### config.mk
export PLATFORM = sky130hd
export DESIGN_NAME = icu_top
export DESIGN_NICKNAME = d
export VERILOG_FILES = /design/src/shared/icu_pkg.sv /design/src/core/icu_top.sv
export SDC_FILE = /design/constraint.sdc
export NUM_CORES = 2
export LEC_CHECK = 0
export BUFFER_PORTS_ARGS = -buffer_cell sky130_fd_sc_hd__buf_2
export CORE_ASPECT_RATIO = 0.9
export CORE_MARGIN = 10
export CORE_UTILIZATION = 63
export DETAILED_ROUTE_END_ITERATION = 10
export GPL_TIMING_DRIVEN = 1
export HOLD_SLACK_MARGIN = 0.1
export PLACE_DENSITY_LB_ADDON = 0.12
export RECOVER_POWER = 25
export SLEW_MARGIN = 15
export SYNTH_ARGS = -nofsm -noshare
export SYNTH_HDL_FRONTEND = slang
export SYNTH_SLANG_ARGS = --single-unit
### constraint.sdc
create_clock -name CORE_CLK -period 34.7 [get_ports CORE_CLK]
set_input_delay 6.94 -clock CORE_CLK [delete_from_list [all_inputs] [get_ports CORE_CLK]]
set_output_delay 6.94 -clock CORE_CLK [all_outputs]
set_load 0.02 [all_outputs]
### src/shared/icu_pkg.sv
// shared constants for the input conditioning unit
package icu_pkg;
  localparam int unsigned CLK_HZ = 25000000;
  // one delay step is a hundredth of a second
  localparam int unsigned DELAY_STEP_MS = 10;
  localparam int unsigned STEP_CYCLES = CLK_HZ / 1000 * DELAY_STEP_MS;
  localparam int unsigned DELAY_MAX = 6000;
  localparam int unsigned SOFT_TIME_MS = 5;
  // a soft input settles in well under the stated bound
  localparam int unsigned SOFT_CYCLES = 2;
  localparam int unsigned SOFT_IN_NUM = 4;
  localparam int unsigned SOFT_OUT_NUM = 6;
  localparam int unsigned SLOT_FIRST = 2;
  localparam int unsigned SLOT_LAST = 6;
  localparam int unsigned SLOT_NUM = SLOT_LAST - SLOT_FIRST + 1;
  localparam int unsigned CNT_MAX = 65535;
  // register byte addresses
  localparam logic [7:0] ADDR_STATE = 8'h00;
  localparam logic [7:0] ADDR_POLARITY = 8'h04;
  localparam logic [7:0] ADDR_ON_EVT = 8'h08;
  localparam logic [7:0] ADDR_OFF_EVT = 8'h0C;
  localparam logic [7:0] ADDR_ALARM = 8'h10;
  localparam logic [7:0] ADDR_SOFT_IN = 8'h14;
  localparam logic [7:0] ADDR_SOFT_OUT = 8'h18;
  localparam logic [7:0] ADDR_PRESENT = 8'h1C;
  localparam logic [7:0] ADDR_SEL = 8'h20;
  localparam logic [7:0] ADDR_DELAY = 8'h24;
  localparam logic [7:0] ADDR_COUNT = 8'h28;
  localparam logic [7:0] ADDR_COUNT_LOCK = 8'h2C;
  localparam logic [7:0] ADDR_SLOT = 8'h30;
  localparam logic [7:0] ADDR_PEER_OUT = 8'h34;
  localparam logic [7:0] ADDR_PEER_IN = 8'h38;
  localparam logic [31:0] COUNT_KEY = 32'h0000C0DE;
  localparam logic [15:0] DELAY_RESET = 16'h0000;
endpackage : icu_pkg
### src/core/icu_top.sv
// input conditioning unit: contact inputs, soft inputs, peer light pins
// What this block does
// - make polarity: a raw rise from zero to one is the active edge
// - break polarity: a raw fall from one to zero is the active edge
// - one programmable delay 0 to 60.00 s covers both on and off changes
// - active-edge event logged only while its per-input enable is set
// - inactive-edge event logged only while its per-input enable is set
// - alarm pop-up raised on active edge only while alarm option is yes
// - per-input active-edge counter 0 to 65535, writable under a key
// - one readable state bit for each fitted contact input
// - inputs grouped by card slot two to six with default numbering
// - four soft inputs and six soft outputs held only in registers
// - soft input writes from any source show as the input state
// - soft input follows its command in well under five milliseconds
// - device drives the peer light output from the routed signal
//
// Implementation choices: the register offsets and strobed register access.
`timescale 1ns/1ps
`default_nettype none
module icu_top #(
  parameter int unsigned N_IN = 12,
  parameter int unsigned PER_SLOT = 6,
  parameter int unsigned STEP_CYC = icu_pkg::STEP_CYCLES
) (
  // clock and reset
  input wire logic CORE_CLK,
  input wire logic RESET,
  // register port
  input wire logic [7:0] ADDR,
  input wire logic [31:0] WDATA,
  input wire logic WR,
  input wire logic RD,
  output logic [31:0] RDATA,
  // contact inputs
  input wire logic [N_IN-1:0] CONTACT_INPUT,
  input wire logic [N_IN-1:0] CONTACT_PRESENT,
  // conditioned states
  output logic [N_IN-1:0] CONTACT_STATE,
  output logic [icu_pkg::SOFT_IN_NUM-1:0] SOFT_INPUT,
  output logic [icu_pkg::SOFT_OUT_NUM-1:0] SOFT_OUTPUT,
  // events
  output logic [N_IN-1:0] ON_EVENT,
  output logic [N_IN-1:0] OFF_EVENT,
  output logic [N_IN-1:0] ALARM_POPUP,
  // peer relay light link
  input wire logic PEER_LIGHT_INPUT,
  input wire logic PEER_LIGHT_ROUTE,
  output logic PEER_LIGHT_IN_STATE,
  output logic PEER_LIGHT_OUTPUT
);
  import icu_pkg::*;

  localparam int IW = $clog2(N_IN);

  function automatic logic [31:0] zext(input logic [N_IN-1:0] v);
    zext = 32'h00000000;
    zext[N_IN-1:0] = v;
  endfunction : zext

  ////////////////////////////////////////////////////////////////////////
  // settings
  logic [N_IN-1:0] polarity;
  logic [N_IN-1:0] on_en;
  logic [N_IN-1:0] off_en;
  logic [N_IN-1:0] alarm_en;
  logic [IW-1:0] sel;
  logic count_unlock;
  logic [15:0] delay [N_IN];
  logic [15:0] count [N_IN];
  logic [SOFT_IN_NUM-1:0] soft_cmd;
  logic [SOFT_OUT_NUM-1:0] soft_out;
  logic sel_ok;

  assign sel_ok = 32'(sel) < N_IN;

  always_ff @(posedge CORE_CLK or posedge RESET) begin
    if (RESET) begin
      polarity <= '0;
      on_en <= '0;
      off_en <= '0;
      alarm_en <= '0;
      sel <= '0;
      soft_cmd <= '0;
      soft_out <= '0;
    end else if (WR) begin
      unique case (ADDR)
        ADDR_POLARITY: polarity <= WDATA[N_IN-1:0];
        ADDR_ON_EVT: on_en <= WDATA[N_IN-1:0];
        ADDR_OFF_EVT: off_en <= WDATA[N_IN-1:0];
        ADDR_ALARM: alarm_en <= WDATA[N_IN-1:0];
        ADDR_SEL: sel <= WDATA[IW-1:0];
        ADDR_SOFT_IN: soft_cmd <= WDATA[SOFT_IN_NUM-1:0];
        ADDR_SOFT_OUT: soft_out <= WDATA[SOFT_OUT_NUM-1:0];
        default: ;
      endcase
    end
  end

  // counter writes need the key first; the lock drops after one write
  always_ff @(posedge CORE_CLK or posedge RESET) begin
    if (RESET) begin
      count_unlock <= 1'b0;
    end else if (WR && ADDR == ADDR_COUNT_LOCK) begin
      count_unlock <= (WDATA == COUNT_KEY);
    end else if (WR && ADDR == ADDR_COUNT) begin
      count_unlock <= 1'b0;
    end
  end

  ////////////////////////////////////////////////////////////////////////
  // contact conditioning
  logic step_tick;
  logic [$clog2(STEP_CYC+1)-1:0] step_cnt;
  logic [N_IN-1:0] norm;
  logic [N_IN-1:0] state;
  logic [15:0] hold [N_IN];

  always_ff @(posedge CORE_CLK or posedge RESET) begin
    if (RESET) begin
      step_cnt <= '0;
      step_tick <= 1'b0;
    end else if (32'(step_cnt) == STEP_CYC - 1) begin
      step_cnt <= '0;
      step_tick <= 1'b1;
    end else begin
      step_cnt <= step_cnt + 1'b1;
      step_tick <= 1'b0;
    end
  end

  // break polarity inverts, so the active edge is always a rise of norm
  assign norm = (CONTACT_INPUT ^ polarity) & CONTACT_PRESENT;

  genvar g;
  generate
    for (g = 0; g < N_IN; g++) begin : g_in
      always_ff @(posedge CORE_CLK or posedge RESET) begin
        if (RESET) begin
          delay[g] <= DELAY_RESET;
        end else if (WR && ADDR == ADDR_DELAY && sel_ok && 32'(sel) == g) begin
          // clamp at sixty seconds
          delay[g] <= (WDATA[15:0] > 16'(DELAY_MAX)) ? 16'(DELAY_MAX)
                                                     : WDATA[15:0];
        end
      end

      // a bounce restarts the hold time, so no short pulse gets through
      always_ff @(posedge CORE_CLK or posedge RESET) begin
        if (RESET) begin
          hold[g] <= '0;
          state[g] <= 1'b0;
        end else if (norm[g] == state[g]) begin
          hold[g] <= '0;
        end else if (hold[g] >= delay[g]) begin
          state[g] <= norm[g];
          hold[g] <= '0;
        end else if (step_tick) begin
          hold[g] <= hold[g] + 16'h0001;
        end
      end

      logic rise;
      logic fall;
      assign rise = norm[g] && !state[g] && hold[g] >= delay[g];
      assign fall = !norm[g] && state[g] && hold[g] >= delay[g];

      always_ff @(posedge CORE_CLK or posedge RESET) begin
        if (RESET) begin
          ON_EVENT[g] <= 1'b0;
          OFF_EVENT[g] <= 1'b0;
          ALARM_POPUP[g] <= 1'b0;
        end else begin
          ON_EVENT[g] <= rise && on_en[g];
          OFF_EVENT[g] <= fall && off_en[g];
          ALARM_POPUP[g] <= rise && alarm_en[g];
        end
      end

      // a counted edge in the write cycle wins over the software value
      always_ff @(posedge CORE_CLK or posedge RESET) begin
        if (RESET) begin
          count[g] <= '0;
        end else if (rise) begin
          count[g] <= count[g] + 16'h0001;
        end else if (WR && ADDR == ADDR_COUNT && count_unlock && sel_ok
                     && 32'(sel) == g) begin
          count[g] <= WDATA[15:0];
        end
      end
    end
  endgenerate

  ////////////////////////////////////////////////////////////////////////
  // outputs and soft inputs
  always_ff @(posedge CORE_CLK or posedge RESET) begin
    if (RESET) begin
      CONTACT_STATE <= '0;
      SOFT_INPUT <= '0;
      SOFT_OUTPUT <= '0;
    end else begin
      CONTACT_STATE <= state & CONTACT_PRESENT;
      SOFT_INPUT <= soft_cmd;
      SOFT_OUTPUT <= soft_out;
    end
  end

  always_ff @(posedge CORE_CLK or posedge RESET) begin
    if (RESET) begin
      PEER_LIGHT_IN_STATE <= 1'b0;
      PEER_LIGHT_OUTPUT <= 1'b0;
    end else begin
      PEER_LIGHT_IN_STATE <= PEER_LIGHT_INPUT;
      PEER_LIGHT_OUTPUT <= PEER_LIGHT_ROUTE;
    end
  end

  ////////////////////////////////////////////////////////////////////////
  // read port
  logic [31:0] next_rdata;
  logic [31:0] slot_of;

  always_comb begin
    slot_of = 32'h00000000;
    if (sel_ok) begin
      slot_of = SLOT_FIRST + 32'(sel) / PER_SLOT;
    end
  end

  always_comb begin
    next_rdata = 32'h00000000;
    unique case (ADDR)
      ADDR_STATE: next_rdata = zext(CONTACT_STATE);
      ADDR_POLARITY: next_rdata = zext(polarity);
      ADDR_ON_EVT: next_rdata = zext(on_en);
      ADDR_OFF_EVT: next_rdata = zext(off_en);
      ADDR_ALARM: next_rdata = zext(alarm_en);
      ADDR_SOFT_IN: next_rdata[SOFT_IN_NUM-1:0] = SOFT_INPUT;
      ADDR_SOFT_OUT: next_rdata[SOFT_OUT_NUM-1:0] = soft_out;
      ADDR_PRESENT: next_rdata = zext(CONTACT_PRESENT);
      ADDR_SEL: next_rdata[IW-1:0] = sel;
      ADDR_DELAY: next_rdata[15:0] = sel_ok ? delay[sel] : 16'h0000;
      ADDR_COUNT: next_rdata[15:0] = sel_ok ? count[sel] : 16'h0000;
      ADDR_COUNT_LOCK: next_rdata[0] = count_unlock;
      ADDR_SLOT: next_rdata = slot_of;
      ADDR_PEER_OUT: next_rdata[0] = PEER_LIGHT_OUTPUT;
      ADDR_PEER_IN: next_rdata[0] = PEER_LIGHT_IN_STATE;
      default: next_rdata = 32'h00000000;
    endcase
  end

  always_ff @(posedge CORE_CLK or posedge RESET) begin
    if (RESET) begin
      RDATA <= '0;
    end else begin
      RDATA <= RD ? next_rdata : 32'h00000000;
    end
  end

  ////////////////////////////////////////////////////////////////////////
  // checks
  // edge checks look one cycle back, so a polarity write in the cycle
  // of a state change cannot trip them
  chk_make_edge: assert property (@(posedge CORE_CLK)
    disable iff (RESET)
    (!$past(polarity[0]) && $past(CONTACT_PRESENT[0]) && $rose(state[0]))
      |-> $past(CONTACT_INPUT[0]))
    else $error("make edge without raw high");
  chk_break_edge: assert property (@(posedge CORE_CLK)
    disable iff (RESET)
    ($past(polarity[0]) && $past(CONTACT_PRESENT[0]) && $rose(state[0]))
      |-> !$past(CONTACT_INPUT[0]))
    else $error("break edge without raw low");
  chk_zero_delay: assert property (@(posedge CORE_CLK)
    disable iff (RESET)
    (delay[0] == 16'h0000 && norm[0] != state[0])
      |=> state[0] == $past(norm[0]))
    else $error("zero delay not immediate");
  chk_delay_clamp: assert property (@(posedge CORE_CLK)
    disable iff (RESET)
    delay[0] <= 16'(DELAY_MAX))
    else $error("delay above sixty seconds");
  chk_hold_filter: assert property (@(posedge CORE_CLK)
    disable iff (RESET)
    $changed(state[0]) |-> $past(hold[0]) >= $past(delay[0]))
    else $error("state changed before hold time");
  // the on event shares the rise term with the counter, so a check on
  // both directions catches a lost pulse as well as a stray one
  chk_on_event: assert property (@(posedge CORE_CLK)
    disable iff (RESET)
    ON_EVENT[0] |-> $past(on_en[0]) && state[0])
    else $error("on event when disabled");
  chk_on_missing: assert property (@(posedge CORE_CLK)
    disable iff (RESET)
    ($rose(state[0]) && $past(on_en[0])) |-> ON_EVENT[0])
    else $error("on event missing");
  chk_off_event: assert property (@(posedge CORE_CLK)
    disable iff (RESET)
    OFF_EVENT[0] |-> $past(off_en[0]) && !state[0])
    else $error("off event when disabled");
  chk_off_missing: assert property (@(posedge CORE_CLK)
    disable iff (RESET)
    ($fell(state[0]) && $past(off_en[0])) |-> OFF_EVENT[0])
    else $error("off event missing");
  chk_alarm_popup: assert property (@(posedge CORE_CLK)
    disable iff (RESET)
    ($rose(state[0]) && $past(alarm_en[0])) |-> ALARM_POPUP[0])
    else $error("alarm pop-up missing");
  chk_alarm_quiet: assert property (@(posedge CORE_CLK)
    disable iff (RESET)
    ALARM_POPUP[0] |-> $past(alarm_en[0]) && state[0])
    else $error("alarm pop-up when disabled");
  chk_count_step: assert property (@(posedge CORE_CLK)
    disable iff (RESET)
    $rose(state[0]) |-> count[0] == $past(count[0]) + 16'h0001)
    else $error("counter did not step");
  chk_count_hold: assert property (@(posedge CORE_CLK)
    disable iff (RESET)
    (!$rose(state[0]) && !$past(WR && ADDR == ADDR_COUNT && count_unlock))
      |-> $stable(count[0]))
    else $error("counter moved without edge or write");
  chk_unlock_drop: assert property (@(posedge CORE_CLK)
    disable iff (RESET)
    $past(WR && ADDR == ADDR_COUNT) |-> !count_unlock)
    else $error("counter key not consumed");
  chk_state_mask: assert property (@(posedge CORE_CLK)
    disable iff (RESET)
    CONTACT_STATE == $past(state & CONTACT_PRESENT))
    else $error("contact state not masked");
  chk_read_idle: assert property (@(posedge CORE_CLK)
    disable iff (RESET)
    !$past(RD) |-> RDATA == 32'h00000000)
    else $error("read data outside read slot");
  chk_slot_range: assert property (@(posedge CORE_CLK)
    disable iff (RESET)
    slot_of <= SLOT_LAST)
    else $error("slot number out of range");
  chk_soft_out: assert property (@(posedge CORE_CLK)
    disable iff (RESET)
    SOFT_OUTPUT == $past(soft_out))
    else $error("soft output not reflected");
  chk_soft_follow: assert property (@(posedge CORE_CLK)
    disable iff (RESET)
    (WR && ADDR == ADDR_SOFT_IN) |=> ##1 SOFT_INPUT == $past(WDATA[3:0], 2))
    else $error("soft input not reflected");
  chk_peer_out: assert property (@(posedge CORE_CLK)
    disable iff (RESET)
    PEER_LIGHT_OUTPUT == $past(PEER_LIGHT_ROUTE))
    else $error("peer light output wrong");
  cov_rise: cover property (@(posedge CORE_CLK) disable iff (RESET) ON_EVENT[0]);
  cov_load: cover property (@(posedge CORE_CLK) disable iff (RESET)
    WR && ADDR == ADDR_COUNT && count_unlock);
  cov_fall: cover property (@(posedge CORE_CLK) disable iff (RESET) OFF_EVENT[0]);
  cov_wrap: cover property (@(posedge CORE_CLK) disable iff (RESET)
    $rose(state[0]) && count[0] == 16'h0000);
  cov_soft: cover property (@(posedge CORE_CLK) disable iff (RESET) $rose(SOFT_INPUT[0]));
endmodule : icu_top
`default_nettype wire

==> run_results.csv <==
group,metric,value,unit
run_status,outcome,"complete, but fails checks",
run_status,violations,"max-capacitance violations, max-slew violations",
logic_synthesis,synth_edf_count,0,
worst_setup_path,critPathKind,"input pin to asynchronous set/reset pin",
grt,first_global_vias,34291,
floorplanning,die_w,297,um
route,wl,139000,um
worst_setup_path,cp.required,32480,ps
place,gp_congestion,1.03,
cells_and_area,fin_nets,4919,
power_and_ir_drop,power_density,42.7,nW/um^2
cts,cts_max_path_buffers,3,
route,drt_first_pass_iters,8,
grt,grt_usage,34.9,%
place,dp.final_hpwl,100000,um
logic_synthesis,synth_cell_types,98,
place,io_buffers,145,
min_path,hold_depth,0,
grt,grt_pass1_wl,211000,um
timing,final.setup.tns,0,ps
job,maxCapViolCount,4,
cts,cts_buffers,79,
power_and_ir_drop,seqPwrFrac,46.1,%
worst_setup_path,r2r_start,"sel[1]",
worst_setup_path,r2r-end,"count[140]",
worst_setup_path,critPathLaunchType,"input pin",
floorplanning,start_util,63.5,%
floorplanning,ios,162,
worst_setup_path,cp-end-kind,"asynchronous set/reset pin",
cells_and_area,final_common_cell,"dfrtp_1",
power_and_ir_drop,ir_drop,0.0362,mV
grt,antenna_found_initial,2,
floorplanning,die_h,269,um
cells_and_area,final_util,69.3,%
cts,post-cts-setup-buffers,0,
route,vias_per_cell,6.63,
timing,slew_headroom,-497,%
min_path,min-delay-start,"soft_cmd[3]",
worst_setup_path,reg2reg_slack,30680,ps
route,drt_iter0_drc,4438,
cts,clk_pin_slew,60,ps
power_and_ir_drop,power.switching,528,uW
route,drt-wirelength-per-cell,25.1,um
worst_setup_path,crit_fanout,173,
floorplanning,rows,91,
logic_synthesis,yosys_register_bits,746,
worst_setup_path,cp_num_buf_inv,3,
timing,skew,35.5,ps
power_and_ir_drop,switching_share,26.1,%
timing,hold_ws,372,ps
route,vias,36824,
logic_synthesis,yosysWarnings,0,
logic_synthesis,synthArstFlopShare,100,%
cts,htree_levels,3,
grt,grt_max_degree,174,
power_and_ir_drop,power_frac_comb,8.9,%
worst_setup_path,arrival,16450,ps
worst_setup_path,rr_worst_depth,8,
logic_synthesis,syn_avg_cell_area,9.48,sq um
floorplanning,core,68300,sq um
logic_synthesis,syn_area,43400,sq um
cts,cts_tree,"done",
floorplanning,dieArea,79700,sq um
cts,cts-resized-gates,0,
timing,hold_viol,0,
timing,drv_slew,513,
place,dp.cells,5409,
timing,setup_viol_count_final,0,
timing,period_needed,18670,ps
cells_and_area,layout_common_cells,"dfrtp_1 (742), nand2_1 (538), nor2_1 (407), o21ai_0 (321), inv_1 (297)",
cts,clk_latency,660,ps
min_path,min_to,"SOFT_INPUT[3]",
worst_setup_path,critPathTopFamily,"buffers and inverters",
timing,max_slew.worst_pin.slew,8950,ps
worst_setup_path,crit_slowest_cell,"clkbuf_1",
route,drc,0,
cts,cts_sinks,746,
worst_setup_path,slowest_delay,6420,ps
cts,cts_hold_buf,0,
cells_and_area,drive_above_1_share,12.0,%
timing,finalCritPeriodShare,53.8,%
cells_and_area,area_growth,9.18,%
logic_synthesis,synth_cells,4571,
route,ant_nets,0,
power_and_ir_drop,finalPower,2.02,mW
logic_synthesis,synth-main-ff-cell,"dfrtp_1",
cts,cts_root_buf,"clkbuf_16",
timing,rsz0062_at_grt,"false",
cells_and_area,fill_cells,5246,
cells_and_area,stdcell_count,5556,
min_path,hp-class,"flip-flop to flip-flop",
timing,max_freq,53.6,MHz
power_and_ir_drop,clkPwrFrac,45.0,%
power_and_ir_drop,p_int,1.49,mW
power_and_ir_drop,p_leak,21.0,nW
logic_synthesis,synth-seq-area-share,43.1,%
grt,gr-total-overflow,0,
worst_setup_path,path_cells,"buf_2, clkinvlp_2, clkbuf_1",
[cell families (layout without fill, tap and decap cells)]
family | after synthesis | in the layout | synth area share (%)
adders and majority gates | 242 | 242 | 6.98
DFF | 746 | 746 | 43.1
other | 1 | 17 | 0.00865
and+or+nand+nor | 1629 | 1629 | 17.8
AOI/OAI and AO/OA | 969 | 969 | 14.8
muxes | 215 | 215 | 7.92
buffers and inverters | 552 | 638 | 5.06
xor gates and xnor gates | 217 | 217 | 4.38
[power groups by stage]
stage / logic [mW] / registers, mW / clock network [mW]
floorplan: 0.119 / 0.933 / 0
global placement: 0.173 / 0.945 / 0
detailed placement: 0.175 / 0.945 / 0
CTS: 0.176 / 0.930 / 0.912
global route: 0.193 / 0.935 / 0.950
finish: 0.180 / 0.933 / 0.909
[cells in the mapped netlist, types with 10 or more instances]
cell	number	share of area (%)
o21a_1	46	0.80
nor3b_1	10	0.17
nor2_1	408	3.5
and3_1	98	1.4
mux2_2	43	1.1
o211ai_1	17	0.29
nor3_1	41	0.47
buf_1	19	0.16
or3_1	11	0.16
a32oi_1	24	0.48
a211o_1	14	0.28
o31ai_1	20	0.35
o221a_2	55	1.4
and2_1	67	0.97
and4_1	16	0.32
dfrtp_1	746	43
o22ai_1	16	0.23
a21o_1	30	0.52
xor2_1	150	3.0
nand4_1	122	1.8
or2_2	12	0.17
a22oi_1	29	0.50
buf_2	39	0.45
clkbuf_1	175	1.5
nor2b_1	21	0.30
nand3_1	199	2.3
a211oi_1	31	0.54
o21ai_0	321	3.7
a31oi_1	55	0.79
xnor2_1	67	1.4
nand2_1	538	4.7
ha_1	241	7.0
inv_1	298	2.6
nor4_1	26	0.38
mux4_2	98	5.1
nand2b_1	22	0.32
a221oi_1	20	0.40
a21oi_1	182	2.1
mux2i_1	74	1.7
buf_4	19	0.33
[routing by layer]
metal / global-route usage, % / wire (um) / part of all wire [%] / vias to the layer above
met4: 16.3 / 7490 / 5.4 / 0
met3: 11.2 / 18300 / 13 / 440
li1: - / - / - / 16326
met5: 0 / 0 / 0 / -
met2: 50.7 / 58900 / 42 / 2102
met1: 47.1 / 54800 / 39 / 17956
[worst max path at each step]
| stage | start | end | slack [ps] | cells after the start |
|---|---|---|---|---|
| 6_report | RESET | step_tick | 16030 | 3 |
| 2_1_floorplan | RESET | ALARM_POPUP[0] | 6830 | 1 |
| 3_5_place_dp | ADDR[2] | delay[77] | 24190 | 6 |
| 3_3_place_gp | ADDR[2] | delay[78] | 24400 | 6 |
| 5_1_grt | RESET | step_tick | 13590 | 3 |
| 4_1_cts | ADDR[2] | delay[76] | 24850 | 6 |
[layout make-up]
cell class / count / area, sq um / area share [%]
Inverter: 300 / 1130 / 2.38
Tap cell: 883 / 1100 / 2.33
Clock buffer: 120 / 2490 / 5.26
Multi-Input combinational cell: 3288 / 22600 / 47.7
Sequential cell: 746 / 18700 / 39.5
Timing Repair Buffer: 193 / 1050 / 2.22
Antenna cell: 1 / 2.50 / 0.00529
Clock inverter: 25 / 298 / 0.629
[per-stage QoR]
step	area (sq um)	setup WS [ps]
floorplan	43400	6830
global placement	44600	24400
detailed placement	44600	24190
CTS	47400	24850
global route	47300	13590
finish	47300	16030
[worst register-to-register path: stages, from the launching register on]
cell and delay [ps]:
dfrtp_4 680, buf_4 520, buf_4 750, nand2_1 500
or4_4 680, or2_0 250, o22ai_2 230, a22oi_1 130
nor2b_1 150
[flip-flops by register name (all words and copies together), names as in the netlist]
name / cells
OFF_EVENT: 12
soft_out: 6
PEER_LIGHT_IN_STATE: 1
soft_cmd: 4
SOFT_OUTPUT: 6
SOFT_INPUT: 4
step_tick: 1
on_en: 12
sel: 4
off_en: 12
count_unlock: 1
state: 12
step_cnt: 18
delay: 192
polarity: 12
count: 192
RDATA: 16
ALARM_POPUP: 12
hold: 192
alarm_en: 12
ON_EVENT: 12
PEER_LIGHT_OUTPUT: 1
CONTACT_STATE: 12
Note: power is estimated with default switching activity, not from simulation.
